$ cat src/rtl/mmrb_defines.svh
// register offsets, field positions, reset values and timing counts of the meter macro register bank
`ifndef MMRB_DEFINES_SVH
`define MMRB_DEFINES_SVH

// register indices as printed; byte address is four times the index
`define MMRB_IDX_TOT2_CFG 12'h324
`define MMRB_IDX_VAR_FLOAT 12'h325
`define MMRB_IDX_VAR_FIXED 12'h326
`define MMRB_IDX_RX_FLAGS 12'h327
`define MMRB_IDX_EXP_OUT 12'h328
`define MMRB_IDX_IRQ_STATUS 12'h329
`define MMRB_IDX_IRQ_MASK 12'h32a
`define MMRB_IDX_STR_CHAR 12'h32b
`define MMRB_IDX_STR_LEN 12'h32c
`define MMRB_IDX_TOT2_STATUS 12'h32d

// totaliser configuration fields
`define MMRB_TOT_PERIOD_LSB 0
`define MMRB_TOT_PERIOD_W 4
`define MMRB_TOT_ROLL_BIT 4
`define MMRB_TOT_PERIOD_MAX 4'h7

// interrupt status bits
`define MMRB_IRQ_RX_BIT 0
`define MMRB_IRQ_PERIOD_BIT 1
`define MMRB_IRQ_W 2

// reset values
`define MMRB_RST_TOT2_CFG 8'h00
`define MMRB_RST_VAR 32'h00000000
`define MMRB_RST_EXP_OUT 32'h00000000
`define MMRB_RST_STR_CHAR 8'h0d
`define MMRB_RST_STR_LEN 8'h00

// time base: 20 MHz clock, one second tick
`define MMRB_CLK_HZ 20000000
`define MMRB_SECOND_S 1
`define MMRB_SECOND_CYCLES (`MMRB_CLK_HZ * `MMRB_SECOND_S)

`endif

$ cat src/rtl/mmrb_pkg.sv
// types shared by the meter macro register bank
package mmrb_pkg;

    typedef enum logic [3:0] {
        MMRB_P_1S,
        MMRB_P_10S,
        MMRB_P_1MIN,
        MMRB_P_10MIN,
        MMRB_P_1H,
        MMRB_P_10H,
        MMRB_P_1DAY,
        MMRB_P_1WEEK
    } mmrb_period_t;

    typedef struct packed {
        logic [2:0] unused;
        logic roll_en;
        logic [3:0] period;
    } mmrb_tot_cfg_t;

    typedef struct packed {
        logic valid;
        logic [7:0] data;
    } mmrb_rx_byte_t;

    typedef enum logic [1:0] {
        MMRB_RX_HUNT,
        MMRB_RX_COUNT
    } mmrb_rx_state_t;

endpackage : mmrb_pkg

$ cat src/rtl/mmrb_period_timer.sv
// k-factor period timer for the second totaliser
`timescale 1ns/10ps
`include "mmrb_defines.svh"
module mmrb_period_timer
    import mmrb_pkg::*;
#(
    parameter int SECOND_CYCLES = `MMRB_SECOND_CYCLES
)
(
    // clock and reset
    input wire logic clk,
    input wire logic rstn,
    // configuration
    input wire logic [3:0] period_code,
    // period end pulse
    output logic period_tick
);

    logic [24:0] sec_reg;
    logic [24:0] sec_next;
    logic [19:0] secs_reg;
    logic [19:0] secs_next;
    logic tick_reg;
    logic tick_next;

    // seconds per selected period; codes above seven fall back to one second
    function automatic logic [19:0] period_secs(input logic [3:0] code);
        unique case (code)
            4'h0: period_secs = 20'd1;
            4'h1: period_secs = 20'd10;
            4'h2: period_secs = 20'd60;
            4'h3: period_secs = 20'd600;
            4'h4: period_secs = 20'd3600;
            4'h5: period_secs = 20'd36000;
            4'h6: period_secs = 20'd86400;
            4'h7: period_secs = 20'd604800;
            default: period_secs = 20'd1;
        endcase
    endfunction : period_secs

    always_comb
    begin
        sec_next = sec_reg + 25'h1;
        secs_next = secs_reg;
        tick_next = 1'b0;
        if (sec_reg >= 25'(SECOND_CYCLES - 1))
        begin
            sec_next = 25'h0;
            secs_next = secs_reg + 20'h1;
            if (secs_reg + 20'h1 >= period_secs(period_code))
            begin
                secs_next = 20'h0;
                tick_next = 1'b1;
            end
        end
    end

    always_ff @(posedge clk or negedge rstn)
    begin
        if (!rstn)
        begin
            sec_reg <= 25'h0;
            secs_reg <= 20'h0;
            tick_reg <= 1'b0;
        end
        else
        begin
            sec_reg <= sec_next;
            secs_reg <= secs_next;
            tick_reg <= tick_next;
        end
    end

    assign period_tick = tick_reg;

endmodule : mmrb_period_timer

$ cat src/rtl/mmrb_rx_framer.sv
// master-mode message framer: terminator or start plus byte count
`timescale 1ns/10ps
`include "mmrb_defines.svh"
module mmrb_rx_framer
    import mmrb_pkg::*;
(
    // clock and reset
    input wire logic clk,
    input wire logic rstn,
    // received bytes
    input wire mmrb_rx_byte_t rx_in,
    // framing configuration
    input wire logic [7:0] str_char,
    input wire logic [7:0] str_len,
    // completion pulse
    output logic msg_done
);

    mmrb_rx_state_t state_reg;
    mmrb_rx_state_t state_next;
    logic [7:0] cnt_reg;
    logic [7:0] cnt_next;
    logic done_reg;
    logic done_next;

    always_comb
    begin
        state_next = state_reg;
        cnt_next = cnt_reg;
        done_next = 1'b0;
        if (rx_in.valid)
        begin
            unique case (state_reg)
                MMRB_RX_HUNT:
                begin
                    if (str_len == 8'h00)
                        done_next = (rx_in.data == str_char);
                    else if (rx_in.data == str_char)
                    begin
                        state_next = MMRB_RX_COUNT;
                        cnt_next = 8'h00;
                    end
                end
                MMRB_RX_COUNT:
                begin
                    cnt_next = cnt_reg + 8'h01;
                    if (cnt_reg + 8'h01 >= str_len)
                    begin
                        done_next = 1'b1;
                        state_next = MMRB_RX_HUNT;
                    end
                end
                default:
                    state_next = MMRB_RX_HUNT;
            endcase
        end
    end

    always_ff @(posedge clk or negedge rstn)
    begin
        if (!rstn)
        begin
            state_reg <= MMRB_RX_HUNT;
            cnt_reg <= 8'h00;
            done_reg <= 1'b0;
        end
        else
        begin
            state_reg <= state_next;
            cnt_reg <= cnt_next;
            done_reg <= done_next;
        end
    end

    assign msg_done = done_reg;

    // back-to-back terminators may complete in consecutive cycles, so only the cause is checked
    done_after_byte_a: assert property (@(posedge clk) disable iff (!rstn)
        msg_done |-> $past(rx_in.valid))
        else $error("completion without a received byte");

endmodule : mmrb_rx_framer

$ cat src/rtl/mmrb_top.sv
// meter macro register bank: apb slave, totaliser config, shared variable, rx flag, expansion outputs
//
// Functional notes
// - second totaliser config sets period and roll-over
// - low nibble codes 0-7 pick k-factor period
// - bit 4 enables totaliser roll-over
// - bits 5-7 have no effect
// - two indices share one 32-bit word
// - float view returns raw stored bits
// - fixed view returns same bits, signed
// - bit 0 flags completed master-mode message
// - frame by terminator or start plus count
// - output bit n drives expansion output n+1
//
// Our own choice: the APB register port.
`timescale 1ns/10ps
`include "mmrb_defines.svh"
module mmrb_top
    import mmrb_pkg::*;
#(
    parameter int SECOND_CYCLES = `MMRB_SECOND_CYCLES
)
(
    // clock and reset
    input wire logic clk,
    input wire logic rstn,
    // apb slave
    input wire logic psel,
    input wire logic penable,
    input wire logic pwrite,
    input wire logic [13:0] paddr,
    input wire logic [31:0] pwdata,
    input wire logic [3:0] pstrb,
    output logic [31:0] prdata,
    output logic pready,
    output logic pslverr,
    // serial receive bytes, same clock
    input wire mmrb_rx_byte_t rx_in,
    // totaliser two control
    output logic tot2_roll_en,
    output logic [3:0] tot2_period,
    output logic tot2_period_tick,
    // expansion outputs
    output logic [31:0] exp_out,
    // interrupt
    output logic irq
);

    mmrb_tot_cfg_t tot_reg;
    mmrb_tot_cfg_t tot_next;
    logic [31:0] var_reg;
    logic [31:0] var_next;
    logic rx_ready_reg;
    logic rx_ready_next;
    logic [31:0] exp_reg;
    logic [31:0] exp_next;
    logic [7:0] str_char_reg;
    logic [7:0] str_char_next;
    logic [7:0] str_len_reg;
    logic [7:0] str_len_next;
    logic [`MMRB_IRQ_W-1:0] ists_reg;
    logic [`MMRB_IRQ_W-1:0] ists_next;
    logic [`MMRB_IRQ_W-1:0] imask_reg;
    logic [`MMRB_IRQ_W-1:0] imask_next;
    logic [31:0] prdata_reg;
    logic [31:0] prdata_next;
    logic pready_reg;
    logic pready_next;
    logic pslverr_reg;
    logic pslverr_next;
    logic irq_reg;
    logic irq_next;
    logic tick_out_reg;
    logic msg_done;
    logic period_tick;
    logic [11:0] idx;
    logic acc;
    logic wr;
    logic mapped;
    logic [31:0] rd_word;

    // byte-lane merge, used for the totaliser config, shared variable and expansion output registers
    function automatic logic [31:0] lane_merge(input logic [31:0] old, input logic [31:0] wd,
                                               input logic [3:0] strb);
        logic [31:0] r;
        r = old;
        for (int i = 0; i < 4; i++)
            if (strb[i])
                r[i*8 +: 8] = wd[i*8 +: 8];
        return r;
    endfunction : lane_merge

    mmrb_period_timer #(
        .SECOND_CYCLES(SECOND_CYCLES)
    ) u_timer (
        .clk(clk),
        .rstn(rstn),
        .period_code(tot_reg.period),
        .period_tick(period_tick)
    );

    mmrb_rx_framer u_framer (
        .clk(clk),
        .rstn(rstn),
        .rx_in(rx_in),
        .str_char(str_char_reg),
        .str_len(str_len_reg),
        .msg_done(msg_done)
    );

    assign idx = paddr[13:2];
    // access phase, answered in the second cycle with pready one cycle later
    assign acc = psel && penable && !pready_reg;
    assign wr = acc && pwrite;

    always_comb
    begin
        mapped = 1'b1;
        rd_word = 32'h0;
        unique case (idx)
            `MMRB_IDX_TOT2_CFG: rd_word = {24'h0, tot_reg};
            `MMRB_IDX_VAR_FLOAT: rd_word = var_reg;
            `MMRB_IDX_VAR_FIXED: rd_word = var_reg;
            `MMRB_IDX_RX_FLAGS: rd_word = {31'h0, rx_ready_reg};
            `MMRB_IDX_EXP_OUT: rd_word = exp_reg;
            `MMRB_IDX_IRQ_STATUS: rd_word = {30'h0, ists_reg};
            `MMRB_IDX_IRQ_MASK: rd_word = {30'h0, imask_reg};
            `MMRB_IDX_STR_CHAR: rd_word = {24'h0, str_char_reg};
            `MMRB_IDX_STR_LEN: rd_word = {24'h0, str_len_reg};
            `MMRB_IDX_TOT2_STATUS: rd_word = {31'h0, tick_out_reg};
            default: mapped = 1'b0;
        endcase
        if (paddr[1:0] != 2'b00)
            mapped = 1'b0;
    end

    always_comb
    begin
        logic [31:0] m;
        m = 32'h0;
        tot_next = tot_reg;
        var_next = var_reg;
        rx_ready_next = rx_ready_reg;
        exp_next = exp_reg;
        str_char_next = str_char_reg;
        str_len_next = str_len_reg;
        ists_next = ists_reg;
        imask_next = imask_reg;
        prdata_next = prdata_reg;
        pready_next = acc;
        pslverr_next = acc && !mapped;
        if (acc && !pwrite)
            prdata_next = mapped ? rd_word : 32'h0;
        if (wr && mapped)
        begin
            unique case (idx)
                `MMRB_IDX_TOT2_CFG:
                begin
                    m = lane_merge({24'h0, tot_reg}, pwdata, pstrb);
                    tot_next = mmrb_tot_cfg_t'(m[7:0]);
                end
                `MMRB_IDX_VAR_FLOAT, `MMRB_IDX_VAR_FIXED: var_next = lane_merge(var_reg, pwdata, pstrb);
                `MMRB_IDX_RX_FLAGS:
                begin
                    if (pstrb[0] && !pwdata[0])
                        rx_ready_next = 1'b0;
                end
                `MMRB_IDX_EXP_OUT: exp_next = lane_merge(exp_reg, pwdata, pstrb);
                `MMRB_IDX_IRQ_STATUS:
                begin
                    if (pstrb[0])
                        ists_next = ists_reg & ~pwdata[`MMRB_IRQ_W-1:0];
                end
                `MMRB_IDX_IRQ_MASK:
                begin
                    if (pstrb[0])
                        imask_next = pwdata[`MMRB_IRQ_W-1:0];
                end
                `MMRB_IDX_STR_CHAR:
                begin
                    if (pstrb[0])
                        str_char_next = pwdata[7:0];
                end
                `MMRB_IDX_STR_LEN:
                begin
                    if (pstrb[0])
                        str_len_next = pwdata[7:0];
                end
                default:
                    m = 32'h0;
            endcase
        end
        // set wins over a clear in the same cycle
        if (msg_done)
        begin
            rx_ready_next = 1'b1;
            ists_next[`MMRB_IRQ_RX_BIT] = 1'b1;
        end
        if (period_tick)
            ists_next[`MMRB_IRQ_PERIOD_BIT] = 1'b1;
        irq_next = |(ists_next & imask_next);
    end

    always_ff @(posedge clk or negedge rstn)
    begin
        if (!rstn)
        begin
            tot_reg <= mmrb_tot_cfg_t'(`MMRB_RST_TOT2_CFG);
            var_reg <= `MMRB_RST_VAR;
            rx_ready_reg <= 1'b0;
            exp_reg <= `MMRB_RST_EXP_OUT;
            str_char_reg <= `MMRB_RST_STR_CHAR;
            str_len_reg <= `MMRB_RST_STR_LEN;
            ists_reg <= '0;
            imask_reg <= '0;
            prdata_reg <= 32'h0;
            pready_reg <= 1'b0;
            pslverr_reg <= 1'b0;
            irq_reg <= 1'b0;
            tick_out_reg <= 1'b0;
        end
        else
        begin
            tot_reg <= tot_next;
            var_reg <= var_next;
            rx_ready_reg <= rx_ready_next;
            exp_reg <= exp_next;
            str_char_reg <= str_char_next;
            str_len_reg <= str_len_next;
            ists_reg <= ists_next;
            imask_reg <= imask_next;
            prdata_reg <= prdata_next;
            pready_reg <= pready_next;
            pslverr_reg <= pslverr_next;
            irq_reg <= irq_next;
            tick_out_reg <= period_tick;
        end
    end

    assign prdata = prdata_reg;
    assign pready = pready_reg;
    assign pslverr = pslverr_reg;
    // bits 5-7 never reach the totaliser outputs; they only read back on prdata
    assign tot2_roll_en = tot_reg.roll_en;
    assign tot2_period = tot_reg.period;
    assign tot2_period_tick = tick_out_reg;
    // expansion fitting is the far side's concern; the word is driven regardless
    assign exp_out = exp_reg;
    assign irq = irq_reg;

    shared_word_a: assert property (@(posedge clk) disable iff (!rstn)
        (wr && mapped && idx == `MMRB_IDX_VAR_FLOAT && pstrb == 4'hf)
        |=> var_reg == $past(pwdata))
        else $error("shared variable not updated by float view write");

    fixed_view_a: assert property (@(posedge clk) disable iff (!rstn)
        (acc && !pwrite && mapped && idx == `MMRB_IDX_VAR_FIXED) |=> prdata == $past(var_reg))
        else $error("fixed view read differs from stored word");

    float_view_a: assert property (@(posedge clk) disable iff (!rstn)
        (acc && !pwrite && mapped && idx == `MMRB_IDX_VAR_FLOAT) |=> prdata == $past(var_reg))
        else $error("float view read differs from stored word");

    rx_set_a: assert property (@(posedge clk) disable iff (!rstn)
        msg_done |=> rx_ready_reg)
        else $error("ready flag not set after message");

    rx_sticky_a: assert property (@(posedge clk) disable iff (!rstn)
        (rx_ready_reg && !(wr && idx == `MMRB_IDX_RX_FLAGS)) |=> rx_ready_reg)
        else $error("ready flag dropped without clear");

    exp_follow_a: assert property (@(posedge clk) disable iff (!rstn)
        (wr && mapped && idx == `MMRB_IDX_EXP_OUT && pstrb == 4'hf) |=> exp_out == $past(pwdata))
        else $error("expansion outputs not following write");

    upper_bits_a: assert property (@(posedge clk) disable iff (!rstn)
        $changed(tot_reg.unused) && $stable(tot_reg.period) |-> $stable(tot2_period))
        else $error("unused config bits affected period");

    roll_cfg_a: assert property (@(posedge clk) disable iff (!rstn)
        (wr && mapped && idx == `MMRB_IDX_TOT2_CFG && pstrb[0])
        |=> tot2_roll_en == $past(pwdata[`MMRB_TOT_ROLL_BIT]) && tot2_period == $past(pwdata[3:0]))
        else $error("totaliser config not applied");

    apb_answer_a: assert property (@(posedge clk) disable iff (!rstn)
        (psel && penable && !pready) |=> pready ##1 !pready)
        else $error("apb answer not one cycle after access");

endmodule : mmrb_top

$ cat config.mk
export PLATFORM = sky130hd
export DESIGN_NAME = mmrb_top
export DESIGN_NICKNAME = d
export VERILOG_FILES = /design/src/rtl/mmrb_pkg.sv /design/src/rtl/mmrb_period_timer.sv /design/src/rtl/mmrb_rx_framer.sv /design/src/rtl/mmrb_top.sv
export VERILOG_INCLUDE_DIRS = /design/src /design/src/rtl
export SDC_FILE = /design/constraint.sdc
export NUM_CORES = 1
export LEC_CHECK = 0
export ABC_AREA = 0
export BUFFER_PORTS_ARGS = -buffer_cell sky130_fd_sc_hd__buf_4
export CORE_MARGIN = 2
export CORE_UTILIZATION = 25
export DETAILED_ROUTE_END_ITERATION = 10
export SYNTH_ARGS = -nofsm -noshare
export SYNTH_HDL_FRONTEND = slang
export SYNTH_HIERARCHICAL = 1
export SYNTH_SLANG_ARGS = --single-unit
$ cat constraint.sdc
create_clock -name clk -period 4 [get_ports clk]
set_input_delay 0.6 -clock clk [delete_from_list [all_inputs] [get_ports clk]]
set_output_delay 0.6 -clock clk [all_outputs]
set_load 0.005 [all_outputs]
After elaboration in Yosys (flattened, before gate mapping)
Memory sizes are Yosys's and may differ from the RTL's.
Index checks and enable logic that the tools add are counted.
Widths: inputs -> output; s select.
Word-level totals
  register bits after elaboration: 186
  ROM bits: 144
  bits of input ports: 64
  word-level logic and storage cells: 120
  memories: 1
Cells by class
  $add $sub $neg: 3
  magnitude comparators: 3
  eq/ne operators: 15
  muxes and demuxes: 33
  bitwise gates (word level): 3
  reductions and logical operators: 35
Memory list
  (no name shown): depth 8, bits a word 18, read ports 1, clocked after memory_dff 0, write ports 0, RTL line mmrb_period_timer.sv:28  | unique case (code)
Operators with widths (number)
  $pmux 32 s9: 1
  $eq 12x10->1 const B: 10
  $mux 20: 3
  $reduce_and 3->1: 12
  $mux 32: 1
  $add 25x1->25 const B: 1
  $ge 25x25->1 const B: 1
  $mux 25: 1
  $add 20x1->20 const B: 1
  $ge 20x20->1: 1
  $mux 2: 9
  $mux 8: 2
  $pmux 8 s2: 1
  $mux 1: 13
  $reduce_bool 2->1: 5
  $reduce_or 10->1: 1
  $add 8x1->8 const B: 1
  $eq 8x8->1: 1
  $ge 8x8->1: 1
  $logic_not 8->1: 1
  $reduce_and 4->1: 2
  $logic_and 1x1->1: 7
  $and 2x2->2: 2
  $logic_not 1->1: 4
  other kinds (8): 10

Longest topological paths before layout
Gate-level depths: netlist of run 1.
  word-level depth: 9
  mapped depth: 15
  gate-level depth less buffers: 14

Hierarchy
Netlist of run 1, hierarchy kept.
Modules (own cells, without submodules)
  mmrb_top: times used 1, cells each 436, area each 5606.6 um^2
  mmrb_period_timer: times used 1, cells each 346, area each 3081.7 um^2
  mmrb_rx_framer: times used 1, cells each 114, area each 928.4 um^2

Worst setup path before layout of run 1
Ideal clock, no wire load.
  path kind: flip-flop to flip-flop
  start: register u_timer.secs_reg[0]
  end: register u_timer.secs_reg[19]
  library setup time: 74 ps
  data arrival time: 3215 ps
  slack: 711 ps
  cell stages (with the launch flop): 15
  path buffers: 2
  cell sequence: dfrtp_1 > ha_1 > inv_1 > or4_1 > buf_2 > nor2_1 > xor2_1 > ha_1 > a21o_1 > a21oi_1 > o2111ai_1 > a41o_2 > or2_4 > buf_6 > o21ai_2
On the way
  cells in the longest elaborated chain, start to end: 3
RTL lines
  start: declaration: RTL line mmrb_period_timer.sv:21  | logic [19:0] secs_reg;
  start signal: assignment: RTL line mmrb_period_timer.sv:69  | secs_reg <= secs_next;
  $add 20x1->20 (*): RTL line mmrb_period_timer.sv:49, mmrb_period_timer.sv:50
  $ge 20x20->1: RTL line mmrb_period_timer.sv:50  | if (secs_reg + 20'h1 >= period_secs(period_code))
  $mux 20 (*): RTL line mmrb_period_timer.sv:50
Every way passes the cells marked *; elsewhere a longest branch is shown, timed or not.
A chain may end at the register's enable or synchronous reset.

Worst setup path in the final report of run 1
  start: register u_timer.secs_reg[0]
  end: register u_timer.secs_reg[3]
The elaborated chain is that of the path after synthesis.

==> results of run 1 <==
[through the flow]
| stage | area (um2) | std cells |
|---|---|---|
| 3_5_place_dp | 11170 | 1509 |
| 5_1_grt | 11760 | 1540 |
| 6_report | 11760 | 1541 |
| 4_1_cts | 11750 | 1539 |
| 3_3_place_gp | 11170 | 1509 |
| 2_1_floorplan | 9617 | 896 |
[cell families after synthesis]
group / Yosys count / synth area share [%]
simple gates: 297 / 16.22
flops: 185 / 48.18
compound gates: 160 / 11.46
mux: 103 / 11.92
buf+inv: 65 / 3.018
xor+xnor: 51 / 4.645
fa+ha+maj: 35 / 4.554
[Yosys cell counts (9+ instances only)]
library cell               number  share of area [%]
sky130_fd_sc_hd__nor2_1        54                2.1
sky130_fd_sc_hd__nor3_1        18               0.94
sky130_fd_sc_hd__mux2_2        87                 10
sky130_fd_sc_hd__mux2i_1       11                1.1
sky130_fd_sc_hd__nand3_1       24                1.2
sky130_fd_sc_hd__and3_1         9               0.59
sky130_fd_sc_hd__a21oi_1       15               0.78
sky130_fd_sc_hd__dfrtp_1      182                 47
sky130_fd_sc_hd__or3_1          9               0.59
sky130_fd_sc_hd__clkbuf_1      22               0.86
sky130_fd_sc_hd__and2_1        10               0.65
sky130_fd_sc_hd__xor2_1        25                2.3
sky130_fd_sc_hd__nand4_1       12               0.78
sky130_fd_sc_hd__nand2_1      107                4.2
sky130_fd_sc_hd__a22oi_1       35                2.7
sky130_fd_sc_hd__xnor2_1       26                2.4
sky130_fd_sc_hd__ha_1          35                4.6
sky130_fd_sc_hd__buf_2         12               0.62
sky130_fd_sc_hd__o21ai_0       44                2.3
sky130_fd_sc_hd__inv_1         21               0.82
sky130_fd_sc_hd__o21ai_2       10               0.91
[worst register-to-register path: cells and delay by family, from the launching register on]
family                     cells  cell delay (ns)
buffers and inverters          1             0.09
DFF                            1             0.44
xor gates and xnor gates       1             0.24
and+or+nand+nor                3             1.17
AOI/OAI and AO/OA              5             1.06
adders and majority gates      2             0.55
[report_power, final]
group	leakage, nW	internal (mW)	switching (mW)
Combinational	2.66	0.166	0.234
Clock	0.268	0.940	0.764
Sequential	2.51	1.88	0.0210
[layout by cell type, fill, tap and decap left out, types with 4 or more instances in the layout]
cell type / count
sky130_fd_sc_hd__xnor2_1: 26
sky130_fd_sc_hd__xor2_1: 25
sky130_fd_sc_hd__ha_1: 35
sky130_fd_sc_hd__nand2_1: 107
sky130_fd_sc_hd__mux2i_1: 11
sky130_fd_sc_hd__o221ai_1: 4
sky130_fd_sc_hd__o21ai_0: 44
sky130_fd_sc_hd__nand4_1: 12
sky130_fd_sc_hd__inv_6: 4
sky130_fd_sc_hd__mux2_1: 5
sky130_fd_sc_hd__dfrtp_1: 182
sky130_fd_sc_hd__nor4_1: 4
sky130_fd_sc_hd__nor2_1: 53
sky130_fd_sc_hd__or3_1: 9
sky130_fd_sc_hd__and2_1: 10
sky130_fd_sc_hd__o22ai_1: 7
sky130_fd_sc_hd__a22oi_1: 35
sky130_fd_sc_hd__buf_4: 144
sky130_fd_sc_hd__inv_1: 21
sky130_fd_sc_hd__or2_2: 5
sky130_fd_sc_hd__a21oi_1: 15
sky130_fd_sc_hd__nor3_4: 6
sky130_fd_sc_hd__and3_1: 9
sky130_fd_sc_hd__nor2b_1: 7
sky130_fd_sc_hd__clkinvlp_4: 5
sky130_fd_sc_hd__nand3_1: 24
sky130_fd_sc_hd__o31ai_1: 7
sky130_fd_sc_hd__clkbuf_16: 17
sky130_fd_sc_hd__and4_1: 6
sky130_fd_sc_hd__mux2_2: 87
sky130_fd_sc_hd__o21ai_2: 10
sky130_fd_sc_hd__nand2b_1: 4
sky130_fd_sc_hd__nor3_1: 17
[path summary, 6_finish.rpt]
path | start | endpoint | slack (ns)
min reg2reg | u_timer/period_tick$_DFF_PN0_ | tot2_period_tick$_DFF_PN0_ | 0.42
max reg2reg | u_timer/secs_reg[0]$_DFFE_PN0N_ | u_timer/secs_reg[3]$_DFFE_PN0N_ | 0.36
max | u_timer/secs_reg[0]$_DFFE_PN0N_ | u_timer/secs_reg[3]$_DFFE_PN0N_ | 0.36
min in group clk | pwdata[14] | var_reg[14]$_DFFE_PN0P_ | 0.39
max in group asynchronous | rstn | exp_out[30]$_DFFE_PN0P_ | 2.74
min | rstn | exp_out[9]$_DFFE_PN0P_ | 0.28
[layout make-up]
type / count / area (um2) / share of cell area [%]
inverter: 21 / 78.83 / 0.6704
multi-input combinational: 646 / 4707 / 40.03
clock inverter: 12 / 141.4 / 1.202
timing repair buffer: 146 / 1115 / 9.481
tap: 511 / 639.4 / 5.437
sequential: 185 / 4633 / 39.40
clock buffer: 18 / 439.2 / 3.735
antenna: 2 / 5.005 / 0.04256
[metal layers]
metal  part of all wire [%]  up-vias  GRT usage [%]
li1                       -     3473              -
met1                     47     3599          17.89
met2                     48      136          21.21
met3                    3.8       19          2.603
met4                    1.4        0          3.545
met5                      0        -              0
==> implementation parameters, run 1 <==
Parameter                              Value

CTS
  Htree depth ... 4
  Hold buffer count at CTS ... 0
  Root buffer cell ... sky130_fd_sc_hd__clkbuf_16
  CTS Buf Count ... 17
  CTS max path bufs ... 2
  TritonCTS clock tree ... yes
  Clock-pin slew of the registers on the worst-case setup and hold paths ... 0.08 ns
  Post-CTS Setup Repair Bufs ... 0
  Clock latency on the worst-skew pair ... 0.43 ns
  Number of gates resized after CTS ... 0
  Clock sink total ... between 150 and 200

Floorplanning
  DIE HEIGHT ... 200.1 um
  Die Width ... 200.1 um
  IO Count ... around 140
  Starting density of the core ... 25.47%
  Core outline area ... 37760 um2
  Std-Cell Rows ... 71
  Area enclosed by the die boundary ... 40050 um2

Pwr
  Post-layout power ... 4.010 mW
  Leakage ... 5.433 nW
  Maximum vdd drop ... 0.0002603 V
  Ratio of total power to cell area ... 341.1 nW/um2

STA
  Transition at the pin with the smallest max-transition slack ... 0.8984 ns
  Setup TNS after final layout ... 0 ns
  Peak Freq ... 275.1 MHz
  Final critical-path setup slack ... roughly 0.36 ns
  Shortest period the worst path allows ... 3.636 ns
  Number of endpoints with negative hold slack in the final report ... 0
  Unrepaired setup endpoints after global routing ... false
  Number of endpoints failing setup at the final stage ... 0
  Worst Hold Margin ... 0.2754 ns
  Final worst-path cycle share ... 90.89%
  Number of slew-limit violations in the final report ... 0
  Clock Skew ... 0.01314 ns
  Worst rel slew slack ... 40.11%

Routing
  Number of vias after detailed routing ... 7227
  DR WL/cell ... 16.67 um
  Total routed wirelength ... 25700 um
  Antenna Nets Post-Route ... 0
  Drt initial violations ... ~330
  Via density per instance ... about 4.7
  Post-route DRC violation count ... 0
  First-pass detailed-route iteration total ... 5

Logic synthesis
  Number of nets produced by synthesis ... 995
  Average footprint of a synthesized cell ... 10.73 um2
  Total of warnings raised by yosys ... 6
  Count of distinct cell types in the synthesized netlist ... between 70 and 80
  Syn Inst Count ... 896
  Number of storage elements in the synthesis netlist ... between 150 and 200
  Commonest register cell after synthesis ... sky130_fd_sc_hd__dfrtp_1
  Sequential fraction of the synthesis area ... between 40% and 50%
  Number of enable-type register cells in the synthesized netlist ... 0
  Post-Syn Area ... roughly 9600 um2
  Fraction of registers with async set or reset after synthesis ... 100.0%

Place
  Hpwl dp ... 18610 um
  Setup Slack @ Placement ... 0.3177 ns
  Global placer's final weighted congestion ... 0.8049
  Port-buffer cells ... 136

Worst setup path
  Critical path depth in cells ... 12
  Critical Path End Type ... flip-flop
  Cell family contributing the most delay on the critical path ... simple AND/OR/NAND/NOR gates
  Largest incremental delay on the critical path ... 0.66 ns
  Crit path required time ... 4.35 ns
  Startpoint-to-endpoint class of the critical path ... flip-flop to flip-flop
  WP buf/inv ... 1
  Series of cell instances along the critical path ... ha_1 > inv_1 > or4_1 > nor2_2 > xor2_1 > ha_1 > a21o_1 > a21oi_1 > o2111ai_1 > a41o_2 > or2_4 > o21ai_0
  Most used cell, CP ... sky130_fd_sc_hd__ha_1
  Arrival time of data at the critical path endpoint ... 3.99 ns
  Cell at the slowest stage of the critical path ... sky130_fd_sc_hd__or4_1
  CP startpoint kind ... flip-flop
  Highest net fanout along the worst path ... 12
  Reg2Reg Depth ... 12

Global route
  First-pass GRT wire length ... around 42000 um
  Pin count of the biggest net entering global routing ... 108
  Overall overflow remaining after global route ... 0
  Total track usage ... about an eighth
  Number of antenna violations at the first check in global routing ... 1
  Via count of the first global-routing pass ... 7334

Job
  Number of maximum-capacitance constraint violations ... 0

Run status
  Result of the run ... completed

Worst hold path
  Class of the tightest hold or removal check ... input port to async pin

Finish
  Utilization after layout ... 31.15%
  Fill cell instance count of the final layout ... around 3.9k
  Final net count ... 1116
  Ratio of cells with drive above 1 in the final layout ... 29.86%
  Layout Area Growth over Synthesis ... 22.27%
Power figures use the tool's default switching activity.
==> inputs of run 2 (changes only) <==
CTS_CLUSTER_SIZE = 12   (was unset)
clock period = 4.5 ns   (was 4 ns; I/O delays follow)
==> implementation parameters, run 2 (synthesis gave the netlist of run 1 again) <==
Parameter                              Value

Run status
  Result of the run ... completed

Place
  Placed Area ... 11160 um2 (-0.13%)
  Setup Slack @ Placement ... 0.8645 ns (+0.5468 ns)
  Global placer's final weighted congestion ... 0.8194 (+1.8%)
  Hpwl dp ... 18100 um (-2.8%)
  Inst Count DP ... 1507 (-0.13%)
  Port-buffer cells ... 136 (unchanged)

Worst setup path
  Highest net fanout along the worst path ... 12 (unchanged)
  Most used cell, CP ... sky130_fd_sc_hd__ha_1
  Arrival time of data at the critical path endpoint ... 3.99 ns (about the same)
  Reg-to-reg slack, setup ... 0.86 ns (+0.49 ns)
  Worst reg2reg path startpoint ... u_timer/secs_reg[0]$_DFFE_PN0N_
  Largest incremental delay on the critical path ... 0.64 ns (-0.02 ns)
  Crit path required time ... 4.85 ns (+0.50 ns)
  Series of cell instances along the critical path ... ha_1 > inv_1 > or4_1 > nor2_1 > xor2_1 > ha_1 > a21o_1 > a21oi_1 > o2111ai_1 > a41o_2 > or2_4 > o21ai_0
  Worst Setup SP ... u_timer/secs_reg[0]$_DFFE_PN0N_
  CP startpoint kind ... flip-flop
  Capture instance of the worst register-to-register path ... u_timer/secs_reg[3]$_DFFE_PN0N_
  Critical Path End Type ... flip-flop
  End point of the critical path ... u_timer/secs_reg[3]$_DFFE_PN0N_
  Startpoint-to-endpoint class of the critical path ... flip-flop to flip-flop
  Cell at the slowest stage of the critical path ... sky130_fd_sc_hd__or4_1
  Reg2Reg Depth ... 12 (unchanged)

Job
  Number of maximum-capacitance constraint violations ... 0 (unchanged)

Pwr
  Leakage ... 5.424 nW (-0.17%)
  Post-layout power ... 3.552 mW (-11%)
  Maximum vdd drop ... 0.0002788 V (+7.1%)
  Ratio of total power to cell area ... 302.5 nW/um2 (-11%)

Global route
  Overall overflow remaining after global route ... 0 (unchanged)
  Number of antenna violations at the first check in global routing ... 0 (-1)
  Total track usage ... 12.92% (-0.21 points)
  First-pass GRT wire length ... 41420 um (-1.3%)
  Pin count of the biggest net entering global routing ... 131 (+21%)
  Via count of the first global-routing pass ... 7277 (-0.78%)

Floorplanning
  Starting density of the core ... 25.47% (unchanged)
  Core outline area ... 37760 um2 (unchanged)
  Area enclosed by the die boundary ... 40050 um2 (unchanged)
  Die Width ... 200.1 um (unchanged)
  IO Count ... 137 (unchanged)
  Std-Cell Rows ... 71 (unchanged)
  DIE HEIGHT ... 200.1 um (unchanged)

STA
  Number of endpoints with negative hold slack in the final report ... 0 (unchanged)
  Number of slew-limit violations in the final report ... 0 (unchanged)
  Worst rel slew slack ... 26.99% (-13 points)
  Clock Skew ... 0.009481 ns (-0.003655 ns)
  Final worst-path cycle share ... 80.93% (-10 points)
  Number of endpoints failing setup at the final stage ... 0 (unchanged)
  Unrepaired setup endpoints after global routing ... false
  Shortest period the worst path allows ... 3.642 ns (+0.006186 ns)
  Peak Freq ... 274.6 MHz (-0.17%)
  Transition at the pin with the smallest max-transition slack ... 1.095 ns (+0.1968 ns)
  Final critical-path setup slack ... 0.8582 ns (+0.4938 ns)
  Setup TNS after final layout ... 0 ns (unchanged)
  Worst Hold Margin ... 0.3916 ns (+0.1162 ns)

Finish
  Most common cell after layout, fill and taps aside ... sky130_fd_sc_hd__dfrtp_1
  Layout Area Growth over Synthesis ... 22.09%
  Final instance area ... 11740 um2 (-0.15%)
  Final net count ... 1114 (-0.18%)
  Ratio of cells with drive above 1 in the final layout ... 29.70% (-0.17 points)
  Commonest non-fill, non-tap cells in the layout ... 182 x sky130_fd_sc_hd__dfrtp_1, 142 x sky130_fd_sc_hd__buf_4, 107 x sky130_fd_sc_hd__nand2_1
  Fill cell instance count of the final layout ... 3840 (-0.52%)
  Utilization after layout ... 31.10% (-0.046 points)
  Final non-filler cell total ... 1539 (-0.13%)

CTS
  Clock latency on the worst-skew pair ... 0.43 ns (about the same)
  Htree depth ... 4 (unchanged)
  TritonCTS clock tree ... yes
  CTS max path bufs ... 2 (unchanged)
  Root buffer cell ... sky130_fd_sc_hd__clkbuf_16
  Post-CTS Setup Repair Bufs ... 0 (unchanged)
  CTS Buf Count ... 17 (unchanged)
  Clock sink total ... 185 (unchanged)
  Number of gates resized after CTS ... 0 (unchanged)
  Hold buffer count at CTS ... 0 (unchanged)
  Clock-pin slew of the registers on the worst-case setup and hold paths ... 0.07 ns (about the same)

Routing
  Number of vias after detailed routing ... 7241 (+0.19%)
  DR WL/cell ... 16.41 um (-1.6%)
  Via density per instance ... 4.705 (+0.32%)
  Post-route DRC violation count ... 0 (unchanged)
  Total routed wirelength ... 25250 um (-1.7%)
  First-pass detailed-route iteration total ... 5 (unchanged)
  Antenna Nets Post-Route ... 0 (unchanged)
  Drt initial violations ... 464 (+39%)

Worst hold path
  Class of the tightest hold or removal check ... flip-flop to flip-flop
  Number of cells on the worst hold path ... 0
## run 2: cell count changes in the layout (fill, tap and decap cells not counted), sizes merged
cell,before,now
buf,145,143
clkinv,1,2
clkinvlp,5,6
diode,2,1
inv,25,24
## run 2: critical path: cells and delay by family (launching register included)
family | cells | cell delay (ns)
buf+inv | 1 | 0.09
xor+xnor | 1 | 0.24
fa+ha+maj | 2 | 0.55
flops | 1 | 0.43
simple gates | 3 | 1.17
compound gates | 5 | 1.06
## run 2: where the power goes
group,internal (mW),switching (mW)
sequential,1.68,0.0180
combinational,0.147,0.209
clock,0.835,0.668
total,2.66,0.895
## run 2: worst min path at each step
stage	from	to	slack (ns)
3_5_place_dp	u_timer/period_tick$_DFF_PN0_	tot2_period_tick$_DFF_PN0_	0.38
6_report	u_timer/period_tick$_DFF_PN0_	tot2_period_tick$_DFF_PN0_	0.39
4_1_cts	u_timer/period_tick$_DFF_PN0_	tot2_period_tick$_DFF_PN0_	0.40
5_1_grt	u_timer/period_tick$_DFF_PN0_	tot2_period_tick$_DFF_PN0_	0.42
2_1_floorplan	u_timer/period_tick$_DFF_PN0_	tot2_period_tick$_DFF_PN0_	0.36
3_3_place_gp	u_timer/period_tick$_DFF_PN0_	tot2_period_tick$_DFF_PN0_	0.38
## run 2: metal layers
layer	vias up	global-route usage (%)	wire, um
met5	-	0	0
met4	0	3.412	281
met3	17	2.831	1170
met2	182	20.55	11940
met1	3585	17.74	11860
li1	3457	-	-
## run 2: cell type report
type	count	area, um2	share of cell area (%)
multi-input cells	646	4705	40.07
flip-flops and latches	185	4633	39.46
repair buffers	144	1100	9.367
well taps	511	639.4	5.445
clock buffers	18	439.2	3.740
clock inverters	13	143.9	1.225
inverters	21	78.83	0.6714
diodes	1	2.502	0.02131
